==> src/include/ivd_pkg.sv <==
// Constants, carrier types and vector map of the interrupt vector dispatcher.
package ivd_pkg;

	localparam int NUM_SRC = 27;
	localparam int NUM_VEC = 144;
	localparam int NUM_CALL = 8;
	localparam int LVL_W = 3;
	localparam int VEC_W = 8;
	localparam int OFS_W = 10;
	localparam int SRC_IDX_W = $clog2(NUM_SRC);

	localparam logic [OFS_W-1:0] VT_TOP_OFS = 10'h3fc;
	localparam logic [VEC_W-1:0] VEC_CALL_BASE = 8'h00;
	localparam logic [VEC_W-1:0] VEC_RESET = 8'h08;
	localparam logic [VEC_W-1:0] VEC_NUM_TRAP = 8'h09;
	localparam logic [VEC_W-1:0] VEC_UNDEF = 8'h0a;
	localparam logic [VEC_W-1:0] VEC_NMI = 8'h0b;
	localparam logic [VEC_W-1:0] VEC_FIRST_PRIO = 8'h0c;
	localparam logic [LVL_W-1:0] LVL_TOP = 3'h0;
	localparam logic [LVL_W-1:0] LVL_RST = 3'h7;

	// Vector of each maskable source, in source-bit order.
	localparam logic [VEC_W-1:0] SRC_VEC [NUM_SRC] = '{
		8'h0c, 8'h0d, 8'h0e, 8'h0f, 8'h10,
		8'h11, 8'h12, 8'h13, 8'h14, 8'h15, 8'h16, 8'h17,
		8'h18, 8'h19, 8'h1a, 8'h1b, 8'h1c, 8'h1d, 8'h1e,
		8'h20, 8'h21, 8'h26, 8'h27, 8'h85, 8'h89, 8'h8a, 8'h8b
	};

	// Sources whose pending request a DMA transfer may drop.
	localparam logic [NUM_SRC-1:0] SRC_DMA_OK = 27'h3efffe0;

	// Maskable request lines; bit 0 is the delayed software request.
	typedef struct packed {
		logic        conv_range_cmp_irq;
		logic        quad_counter_irq_b;
		logic        quad_counter_irq_a;
		logic        flash_bank_irq;
		logic        pulse_gen_irq_b;
		logic        pulse_gen_irq_a;
		logic        can_unit_first_irq;
		logic        ext_pin_irq_last;
		logic [13:0] ext_pin_irq;
		logic        supply_drop_irq;
		logic        sub_osc_tick_irq;
		logic        main_osc_tick_irq;
		logic        fast_rc_tick_irq;
		logic        delayed_soft_irq;
	} ivd_src_t;

	// Trap events raised by the core, one-cycle pulses.
	typedef struct packed {
		logic       soft_call;
		logic [2:0] soft_call_idx;
		logic       numbered_soft_trap;
		logic       undefined_opcode_trap;
		logic       nmi;
	} ivd_trap_t;

	typedef struct packed {
		logic             done;
		logic [VEC_W-1:0] vec;
	} ivd_dma_t;

	typedef struct packed {
		logic             en;
		logic [VEC_W-1:0] idx;
		logic [LVL_W-1:0] lvl;
	} ivd_prio_wr_t;

	typedef struct packed {
		logic             valid;
		logic             maskable;
		logic [VEC_W-1:0] vec;
		logic [OFS_W-1:0] offset;
		logic [LVL_W-1:0] level;
	} ivd_fetch_t;

	typedef struct packed {
		logic [NUM_SRC-1:0]  pend;
		logic [NUM_CALL-1:0] call_pend;
		logic                boot_pend;
		logic                num_pend;
		logic                undef_pend;
		logic                nmi_pend;
		logic                dma_cleared;
		logic                dma_refused;
		ivd_fetch_t          fetch;
	} ivd_state_t;

	function automatic logic [OFS_W-1:0] ivd_vec_ofs(
		input logic [VEC_W-1:0] vec
	);
		return VT_TOP_OFS - {vec, 2'b00};
	endfunction

endpackage

==> src/logic/ivd_prio_mem.sv <==
// Priority level table, one entry per vector, with a registered read port.
`timescale 1ns/1ns
module ivd_prio_mem
	import ivd_pkg::*;
#(
	parameter int DEPTH = NUM_VEC,
	parameter int W = LVL_W,
	parameter int FIRST_WR = int'(VEC_FIRST_PRIO)
) (
	// Clock and reset.
	input  logic                 i_core_clk,
	input  logic                 i_rst,
	// Write port.
	input  logic                 i_wr_en,
	input  logic [VEC_W-1:0]     i_wr_idx,
	input  logic [W-1:0]         i_wr_lvl,
	// Read port.
	input  logic [VEC_W-1:0]     i_rd_idx,
	output logic [W-1:0]         o_rd_lvl,
	// All entries, for the arbiter.
	output logic [DEPTH*W-1:0]   o_all
);

	typedef struct packed {
		logic [DEPTH-1:0][W-1:0] ent;
		logic [W-1:0]            rd;
	} ivd_mem_st_t;

	ivd_mem_st_t st_ff;
	ivd_mem_st_t nxt_st;

	always_comb begin
		nxt_st = st_ff;
		// Entries below the first prioritised vector stay disabled.
		if (i_wr_en && i_wr_idx >= FIRST_WR && i_wr_idx < DEPTH) begin
			nxt_st.ent[i_wr_idx] = i_wr_lvl;
		end
		if (i_rd_idx < DEPTH) begin
			nxt_st.rd = st_ff.ent[i_rd_idx];
		end else begin
			nxt_st.rd = '0;
		end
	end

	always_ff @(posedge i_core_clk) begin
		if (i_rst) begin
			st_ff.ent <= {DEPTH{W'(LVL_RST)}};
			st_ff.rd  <= '0;
		end else begin
			st_ff <= nxt_st;
		end
	end

	assign o_rd_lvl = st_ff.rd;
	assign o_all    = st_ff.ent;

endmodule

==> src/logic/ivd_pick.sv <==
// Picks the most urgent request: lowest level, lower index on a tie.
`timescale 1ns/1ns
module ivd_pick
	import ivd_pkg::*;
#(
	parameter int N = NUM_SRC,
	parameter int W = LVL_W,
	parameter int IW = $clog2(N)
) (
	// Requests and their levels.
	input  logic [N-1:0]   i_req,
	input  logic [N*W-1:0] i_lvl,
	input  logic [W-1:0]   i_ceil,
	// Winner.
	output logic           o_found,
	output logic [IW-1:0]  o_idx,
	output logic [W-1:0]   o_lvl
);

	always_comb begin
		o_found = 1'b0;
		o_idx   = '0;
		o_lvl   = i_ceil;
		// Strict compare keeps the earlier index, which has the lower vector.
		for (int i = 0; i < N; i++) begin
			if (i_req[i] && i_lvl[i*W +: W] < o_lvl) begin
				o_found = 1'b1;
				o_idx   = IW'(i);
				o_lvl   = i_lvl[i*W +: W];
			end
		end
	end

endmodule

==> src/logic/ivd_dispatch.sv <==
// Interrupt vector dispatcher: pending requests, DMA clearing, vector fetch.
`timescale 1ns/1ns

module ivd_dispatch
	import ivd_pkg::*;
(
	// Clock and reset.
	input  logic                 i_core_clk,
	input  logic                 i_rst,
	// Peripheral request pulses.
	input  ivd_src_t             i_src,
	// Core trap events and level ceiling.
	input  ivd_trap_t            i_trap,
	input  logic [LVL_W-1:0]     i_core_ilm,
	// Level table access from the core.
	input  ivd_prio_wr_t         i_prio_wr,
	input  logic [VEC_W-1:0]     i_prio_rd_idx,
	output logic [LVL_W-1:0]     o_prio_rd_level,
	// DMA completion.
	input  ivd_dma_t             i_dma,
	output logic                 o_dma_cleared,
	output logic                 o_dma_refused,
	// Vector fetch towards the core.
	output ivd_fetch_t           o_fetch,
	input  logic                 i_fetch_ack,
	// Pending view.
	output ivd_src_t             o_pending
);

	localparam ivd_state_t ST_RST = '{boot_pend: 1'b1, default: '0};

	ivd_state_t st_ff;
	ivd_state_t nxt_st;

	logic [NUM_VEC*LVL_W-1:0] prio_all;
	logic [NUM_SRC*LVL_W-1:0] src_lvl;
	logic [NUM_SRC-1:0]       ack_clr;
	logic [NUM_SRC-1:0]       dma_clr;
	logic [NUM_SRC-1:0]       src_av;
	logic [NUM_CALL-1:0]      call_av;
	logic [NUM_CALL-1:0]      call_set;
	logic                     ack_irq;
	logic                     ack_trap;
	logic                     boot_av;
	logic                     num_av;
	logic                     undef_av;
	logic                     nmi_av;
	logic                     hold;
	logic                     win_found;
	logic [SRC_IDX_W-1:0]     win_idx;
	logic [LVL_W-1:0]         win_lvl;

	ivd_prio_mem #(
		.DEPTH    (NUM_VEC),
		.W        (LVL_W),
		.FIRST_WR (int'(VEC_FIRST_PRIO))
	) u_prio_mem (
		.i_core_clk (i_core_clk),
		.i_rst      (i_rst),
		.i_wr_en    (i_prio_wr.en),
		.i_wr_idx   (i_prio_wr.idx),
		.i_wr_lvl   (i_prio_wr.lvl),
		.i_rd_idx   (i_prio_rd_idx),
		.o_rd_lvl   (o_prio_rd_level),
		.o_all      (prio_all)
	);

	// An acknowledge always refers to the vector currently shown.
	assign ack_irq  = i_fetch_ack && st_ff.fetch.valid && st_ff.fetch.maskable;
	assign ack_trap = i_fetch_ack && st_ff.fetch.valid && !st_ff.fetch.maskable;

	for (genvar g = 0; g < NUM_SRC; g++) begin : g_src
		// Level comes from the entry whose index equals the vector.
		assign src_lvl[g*LVL_W +: LVL_W] =
			prio_all[int'(SRC_VEC[g])*LVL_W +: LVL_W];
		assign ack_clr[g] = ack_irq &&
			st_ff.fetch.vec == SRC_VEC[g];
		// Only sources marked clearable react to a DMA completion.
		assign dma_clr[g] = i_dma.done && i_dma.vec == SRC_VEC[g] &&
			SRC_DMA_OK[g];
		assign src_av[g] = st_ff.pend[g] && !ack_clr[g] && !dma_clr[g];
	end

	for (genvar k = 0; k < NUM_CALL; k++) begin : g_call
		assign call_av[k] = st_ff.call_pend[k] && !(ack_trap &&
			st_ff.fetch.vec == VEC_CALL_BASE + VEC_W'(k));
		assign call_set[k] = i_trap.soft_call &&
			i_trap.soft_call_idx == 3'(k);
	end

	// Non-maskable flags ignore DMA entirely; only the core's ack drops them.
	assign boot_av = st_ff.boot_pend &&
		!(ack_trap && st_ff.fetch.vec == VEC_RESET);
	assign num_av = st_ff.num_pend &&
		!(ack_trap && st_ff.fetch.vec == VEC_NUM_TRAP);
	assign undef_av = st_ff.undef_pend &&
		!(ack_trap && st_ff.fetch.vec == VEC_UNDEF);
	assign nmi_av = st_ff.nmi_pend &&
		!(ack_trap && st_ff.fetch.vec == VEC_NMI);

	ivd_pick #(
		.N  (NUM_SRC),
		.W  (LVL_W),
		.IW (SRC_IDX_W)
	) u_pick (
		.i_req   (src_av),
		.i_lvl   (src_lvl),
		.i_ceil  (i_core_ilm),
		.o_found (win_found),
		.o_idx   (win_idx),
		.o_lvl   (win_lvl)
	);

	// A trap stays on show until taken; a maskable vector may be replaced.
	assign hold = st_ff.fetch.valid && !st_ff.fetch.maskable && !i_fetch_ack;

	function automatic ivd_fetch_t mk_fetch(
		input logic [VEC_W-1:0] vec,
		input logic             maskable,
		input logic [LVL_W-1:0] level
	);
		ivd_fetch_t f;
		f.valid    = 1'b1;
		f.maskable = maskable;
		f.vec      = vec;
		f.offset   = ivd_vec_ofs(vec);
		f.level    = level;
		return f;
	endfunction

	always_comb begin
		logic [2:0] call_sel;
		logic       call_any;
		call_sel = '0;
		call_any = |call_av;
		for (int k = NUM_CALL - 1; k >= 0; k--) begin
			if (call_av[k]) begin
				call_sel = 3'(k);
			end
		end

		nxt_st = st_ff;

		// A new pulse in the clearing cycle survives: set wins over clear.
		nxt_st.pend       = src_av | i_src;
		nxt_st.call_pend  = call_av | call_set;
		nxt_st.boot_pend  = boot_av;
		nxt_st.num_pend   = num_av | i_trap.numbered_soft_trap;
		nxt_st.undef_pend = undef_av | i_trap.undefined_opcode_trap;
		nxt_st.nmi_pend   = nmi_av | i_trap.nmi;

		nxt_st.dma_cleared = |dma_clr;
		nxt_st.dma_refused = i_dma.done && !(|dma_clr);

		if (!hold) begin
			nxt_st.fetch = '0;
			if (boot_av) begin
				nxt_st.fetch = mk_fetch(VEC_RESET, 1'b0, LVL_TOP);
			end else if (undef_av) begin
				nxt_st.fetch = mk_fetch(VEC_UNDEF, 1'b0, LVL_TOP);
			end else if (num_av) begin
				nxt_st.fetch = mk_fetch(VEC_NUM_TRAP, 1'b0, LVL_TOP);
			end else if (call_any) begin
				nxt_st.fetch = mk_fetch(VEC_CALL_BASE + VEC_W'(call_sel),
					1'b0, LVL_TOP);
			end else if (nmi_av) begin
				nxt_st.fetch = mk_fetch(VEC_NMI, 1'b0, LVL_TOP);
			end else if (win_found) begin
				nxt_st.fetch = mk_fetch(SRC_VEC[win_idx], 1'b1, win_lvl);
			end
		end
	end

	always_ff @(posedge i_core_clk) begin
		if (i_rst) begin
			st_ff <= ST_RST;
		end else begin
			st_ff <= nxt_st;
		end
	end

	assign o_fetch       = st_ff.fetch;
	assign o_pending     = ivd_src_t'(st_ff.pend);
	assign o_dma_cleared = st_ff.dma_cleared;
	assign o_dma_refused = st_ff.dma_refused;

endmodule

==> config.mk <==
export PLATFORM = sky130hd
export DESIGN_NAME = ivd_dispatch
export DESIGN_NICKNAME = d
export VERILOG_FILES = /design/src/include/ivd_pkg.sv /design/src/logic/ivd_prio_mem.sv /design/src/logic/ivd_pick.sv /design/src/logic/ivd_dispatch.sv
export SDC_FILE = /design/constraint.sdc
export NUM_CORES = 1
export LEC_CHECK = 0
export BUFFER_PORTS_ARGS = -buffer_cell sky130_fd_sc_hd__buf_2
export CORE_ASPECT_RATIO = 1.2
export CORE_UTILIZATION = 45
export CTS_CLUSTER_SIZE = 28
export DETAILED_ROUTE_END_ITERATION = 8
export HOLD_SLACK_MARGIN = 0.08
export MAX_ROUTING_LAYER = met4
export SLEW_MARGIN = 20
export SYNTH_ARGS = -nofsm -noshare
export SYNTH_HDL_FRONTEND = slang
export SYNTH_SLANG_ARGS = --single-unit
==> constraint.sdc <==
create_clock -name i_core_clk -period 27.1 [get_ports i_core_clk]
set_input_delay 2.71 -clock i_core_clk [delete_from_list [all_inputs] [get_ports i_core_clk]]
set_output_delay 2.71 -clock i_core_clk [all_outputs]
set_load 0.1 [all_outputs]
Word-level counts from Yosys, hierarchy flattened
Memories as Yosys holds them, arrays and structs flattened.
Cells that the tools add are included.
{ "word_totals": {"mem_bits_rw": 0, "output_inout_bits": 55, "latchBits": 0, "rom_bits": 256, "reg_bits": 499, "n_memories": 1} }
{ "classes": {"add_sub_neg": 2, "reduce_logical": 229, "n_mux": 101, "shift": 0, "n_eq_ne": 65, "div_mod_pow": 0, "n_lt_le_gt_ge": 34, "bitwise_logic": 7, "multipliers": 0} }
{ "mem_list": {"columns": ["memory", "words", "width", "rd", "rd_clocked_by_memory_dff", "write_ports", "line", "source"], "rows": [
  ["(no name shown)", 32, 8, 1, 0, 0, "ivd_dispatch.sv:169", "nxt_st.fetch = mk_fetch(SRC_VEC[win_idx], 1'b1, win_lvl);"]
]} }
{ "op_table": {"columns": ["operator", "n"], "rows": [
  ["bitwise mux 432 bit", 1],
  ["== test 8 x 5 -> 1 bit, second input constant", 29],
  ["logical AND 1 bit", 162],
  ["two-way mux 23 bit", 6],
  ["two-way mux 3 bit", 41],
  ["less-than comparator 3 bit", 27],
  ["== test 8 x 4 -> 1 bit, second input constant", 8],
  ["zero test 1 bit", 62],
  ["== test 8 x 6 -> 1 bit, second input constant", 7],
  ["== test 8 bit, second input constant", 7],
  ["two-way mux 5 bit", 11],
  ["== test 8 x 3 -> 1 bit, second input constant", 4],
  ["two-way mux 4 bit", 8],
  ["two-way mux 1 bit", 28],
  ["OR 27 bit", 1],
  ["binary-select mux 3 bit (select 8 bit)", 1],
  ["demux 3 bit (select 8 bit)", 1],
  ["OR reduction 20 bit", 1],
  ["less-than comparator 8 x 9 -> 1 bit, second input constant", 2],
  ["== test 8 x 2 -> 1 bit, second input constant", 2],
  ["less-than comparator 8 bit, second input constant", 2],
  ["two-way mux 8 bit", 2],
  ["== test 3 bit, second input constant", 4],
  ["subtractor 10 bit, first input constant", 1],
  ["other kinds (16)", 20]
]} }

Logic depth before layout (Yosys ltp)
{ "depth": {"word_depth": 96, "ltp_mapped": 62, "ltp_nobuf": 60} }

Modules after synthesis
From an unflattened synthesis, not the netlist that was laid out.
{ "hier_totals": {"cells_unflattened": 3491, "area_unflattened_um2": 27674.0} }
{ "by_module_without_submodules": {"columns": ["module", "seq_area_each_um2", "cells_each", "area_each_um2", "instances"], "rows": [
  ["ivd_prio_mem", 8708.4, 2341, 19615.1, 1],
  ["ivd_pick", 0.0, 685, 4375.4, 1],
  ["ivd_dispatch", 1201.2, 465, 3683.5, 1]
]} }

Worst setup path before layout
No wires, ideal clock.
{ "synth_timing": {"path_type": "in2reg", "from": "input port i_core_ilm[1]", "to": "register st_ff (netlist bit o_fetch[15])", "path_slack_ns": 10.690, "t_arrival_ns": 16.284, "path_stages": 61, "setup_ns": 0.127, "required_time_ns": 26.973, "cell_sequence": "inv_1 ha_1 or3b_1 a21oi_2 and2_1 buf_6 mux2_4 o31ai_4 mux2_4 or3_1 o211a_1 o21a_1 o211a_1 o41a_1 maj3_2 a21oi_4 o311ai_4 o31a_1 (+25 left out) ha_1 a21oi_1 nand4_1 nor2_1 o221ai_1 o221ai_2 nand2_1 o21a_1 ha_1 or2_2 a211oi_1 nor2_1 nand2_1 ha_1 mux2i_1 mux2_2 a41oi_1 o31ai_1"} }
{ "synth_via": {"elab_chain_cells": 91, "word_cells_on_any_way": 143, "classes_between": "27 x order compare; 87 x mux; 1 x bitwise; 27 x reduce/logical; 1 x memory"} }
{ "synth_lines": {"columns": ["item", "line", "source"], "rows": [
  ["start, declared", "ivd_dispatch.sv:14", "input logic [LVL_W-1:0] i_core_ilm,"],
  ["less-than comparator 3 bit", "ivd_pick.sv:26", "if (i_req[i] && i_lvl[i*W +: W] < o_lvl) begin"],
  ["logical AND 1 bit", "ivd_pick.sv:26", null],
  ["two-way mux 3 bit", "ivd_pick.sv:26", null],
  ["less-than comparator 3 bit", "ivd_pick.sv:26", null],
  ["logical AND 1 bit", "ivd_pick.sv:26", null],
  ["two-way mux 3 bit", "ivd_pick.sv:26", null],
  ["less-than comparator 3 bit", "ivd_pick.sv:26", null],
  ["logical AND 1 bit", "ivd_pick.sv:26", null],
  ["(+74 left out)", null, null],
  ["memory (32 x 8 bit)", null, null],
  ["two-way mux 8 bit (implied by the code) (2 in a row)", "ivd_dispatch.sv:169", null],
  ["two-way mux 23 bit (*)", "ivd_dispatch.sv:168", "end else if (win_found) begin"],
  ["two-way mux 23 bit (*)", "ivd_dispatch.sv:166", "end else if (nmi_av) begin"],
  ["two-way mux 23 bit (*)", "ivd_dispatch.sv:163", "end else if (call_any) begin"],
  ["two-way mux 23 bit (*)", "ivd_dispatch.sv:161", "end else if (num_av) begin"],
  ["two-way mux 23 bit (*)", "ivd_dispatch.sv:159", "end else if (undef_av) begin"],
  ["two-way mux 23 bit (*)", "ivd_dispatch.sv:157", "if (boot_av) begin"],
  ["end signal, assigned", "ivd_dispatch.sv:178", "st_ff <= nxt_st;"],
  ["end, declared", "ivd_dispatch.sv:32", "ivd_state_t st_ff;"]
]} }
Mark *: on every way between the ends. The rest lies on a longest branch, timed or not. The select of a mux whose other input is x is not followed.
A chain may end at the register's enable or synchronous reset.

Worst setup path after layout
Ends and elaborated chain as after synthesis.

==> reports/metrics.cfg <==
[grt]
grt_use_met1 = 0.321
antenna_found_initial = 4
grt_max_degree = 123
grt_pass1_wl_mm = 131
grt_pass1_vias = 22800
grt_busiest_layer = met2
grt_overflow = 0
grt.total_usage = 0.280
grtUsageMet2 = 0.477
met3_usage = 0.0412

[floorplan]
dieHeight_um = 272
die_w_um = 227
start_util = 0.457
coreArea_sq_um = 59700
rows = 98
io_pins = 124
fp.dieArea_sq_um = 61600

[hold_path]
worstHoldStart = u_prio_mem.o_all[35]$_SDFFE_PP1P_
whs_path_depth = 1
hold_path.class = reg2reg
worstHoldEndpoint = u_prio_mem.o_all[35]$_SDFFE_PP1P_

[status]
status = complete, no violations

[clock_tree]
cts_root_buf = clkbuf_16
cts_buffers = 52
cts.sinks = 495
postCtsSetupRepairBufs = 0
cts_tree = built
clk_latency_ps = 620
cts_buffer_depth = 3
h-tree-depth = 2
ctsHoldBuffers = 0
path_clk_slew_ps = 60
post_cts_resized = 0

[synthesis]
synth_compound_area_frac = 0.249
avgSynthCellArea_sq_um = 9.49
ys_warn_count = 0
syn-cell-area_sq_um = 27300
async_reset_ff_frac = 0
synth_fa_ha_area_frac = 0.00753
synth.mux.area_fraction = 0.126
synth_edf_count = 0
synth-simple-area-share = 0.202
syn_inst = 2873
synth_top_family_by_area = compound AO/OA/AOI/OAI gates
ys_seq_elements = 495
ys_types = 111
ys_seq_area_frac = 0.364
yosys_most_used_dff = dfxtp_1
synth_xor_area_frac = 0

[setup_path]
rr_startpoint = o_fetch[15]$_SDFFE_PP0N_
r2r_slack_ps = 10960
cp.required_ps = 27630
cp-start-kind = input port
crit_arrival_ps = 18380
reg2reg_depth = 58
worstSetupEndpointType = register
cp_slowest_cell = a211oi_1
crit_top_cell = ha_1
crit_type = in2reg
slowest_delay_ps = 590
path_max_fanout = 9
r2r_end = o_fetch[15]$_SDFFE_PP0N_

[layout]
fillCellCount = 5494
post_route_cells_drive_above_1_share = 0.178
final_area_sq_um = 29900
final_cell_mix = dfxtp_1, a211o_1, nor2b_1
final_nets = 2918
synthToLayoutAreaGrowth_pct = 9.82
final_common_cell = dfxtp_1

[place]
dp_hpwl_mm = 59.3
placed_area_sq_um = 28100
io_buffers = 120
finalWeightedCongestion = 0.973

[sta]
setup_tns_ps = 0
finalSetupViolations = 0
grt_setup_unrepaired = false
hold_viol_final = 0
tightest_slew_ps = 1140
finalCriticalPeriod_ps = 17850
slew_headroom = 0.235
clock_skew_ps = 20.5
finalCritPeriodShare = 0.659
clock.fmax_mhz = 56.0
final_max_slew_viol_count = 0

[power_and_ir_drop]
irDropWorstVdd_uv = 50.3
power.leakage_nw = 10.6
power_density_nw_per_um2 = 56.3

[route]
routed_via_density = 6.31
num_vias = 23200
drt_iter0_drc = 1944
ant_nets = 0
finalWirelength_mm = 84.6
drt_pass1_iterations = 7
wl_per_cell_um = 23.0
post-route-drc-count = 0

[job]
maxCapViolCount = 0

==> synth_stat cells, types with 57 or more instances <==
library cell  instances  share of area
or2_2                57          0.013
a21oi_1             111          0.020
nor2_1              193          0.027
nand2_1             175          0.024
o21ai_0              61          0.011
dfxtp_1             495           0.36
nor2b_1             217          0.050
inv_1                76          0.010
clkbuf_1            182          0.025
and3_1              187          0.043
a211o_1             382           0.12
mux4_2              141           0.12
==> metrics by stage <==
step	hold WS [ps]	utilization	total power (W)	worst slack, ps	instances
floorplan	411	-	0.000905	10690	2875
global placement	421	0.470	0.000949	9340	3581
detailed placement	427	0.470	0.000951	8820	3581
CTS	442	0.501	0.00170	9460	3678
global route	452	0.501	0.00174	7970	3682
finish	437	0.501	0.00168	9250	3683
==> kinds of logic (layout without fill, tap and decap cells) <==
group	after synthesis	count (layout)
and+or+nand+nor	1025	1025
AOI/OAI and AO/OA	845	845
buffers and inverters	327	331
other	1	7
adders and majority gates	17	17
muxes	163	163
DFF	495	495
==> worst max-delay path by stage <==
stage                              from                        to  slack [ps]  depth (start not counted)
after CTS                 i_core_ilm[1]  o_fetch[15]$_SDFFE_PP0N_        9460                         61
after global routing      i_core_ilm[1]  o_fetch[15]$_SDFFE_PP0N_        7970                         61
final                     i_core_ilm[1]  o_fetch[15]$_SDFFE_PP0N_        9250                         61
after floorplan           i_core_ilm[1]  o_fetch[15]$_SDFFE_PP0N_       10690                         61
after detailed placement  i_core_ilm[1]  o_fetch[15]$_SDFFE_PP0N_        8820                         61
after global placement    i_core_ilm[1]  o_fetch[15]$_SDFFE_PP0N_        9340                         61
==> flip-flops by register name, indices dropped and copies added, names as in the netlist <==
register             flops
u_prio_mem.o_all       432
o_dma_cleared            1
u_prio_mem.o_rd_lvl      3
o_dma_refused            1
o_fetch                 19
st_ff                   12
o_pending               27
==> power breakdown <==
group | switching, W | internal (W)
logic | 0.000145 | 0.0000520
registers | 0.00000568 | 0.000735
clock network | 0.000314 | 0.000433
==> cell type report <==
cell class,instances,area [sq um],area share
clock inverter,21,221,0.00740
multi-input combinational,2053,16000,0.534
inverter,77,289,0.00965
antenna,4,10.0,0.000334
timing repair buffer,157,936,0.0313
tap,800,1000,0.0334
sequential,495,9910,0.331
clock buffer,76,1570,0.0525
==> critical path: cells and delay by family <==
kind | cells | cell delay, ps
AOI/OAI and AO/OA | 32 | 9150
and+or+nand+nor | 16 | 3790
muxes | 5 | 1290
adders and majority gates | 5 | 1170
buffers and inverters | 3 | 260
==> per-layer routing <==
layer	vias to the layer above	part of all wire	routed length [um]
li1	10800	-	-
met1	11600	0.40	33600
met2	711	0.50	42600
met3	178	0.052	4440
met4	0	0.048	4020
met5	-	0	0
Power figures use the tool's default switching activity.
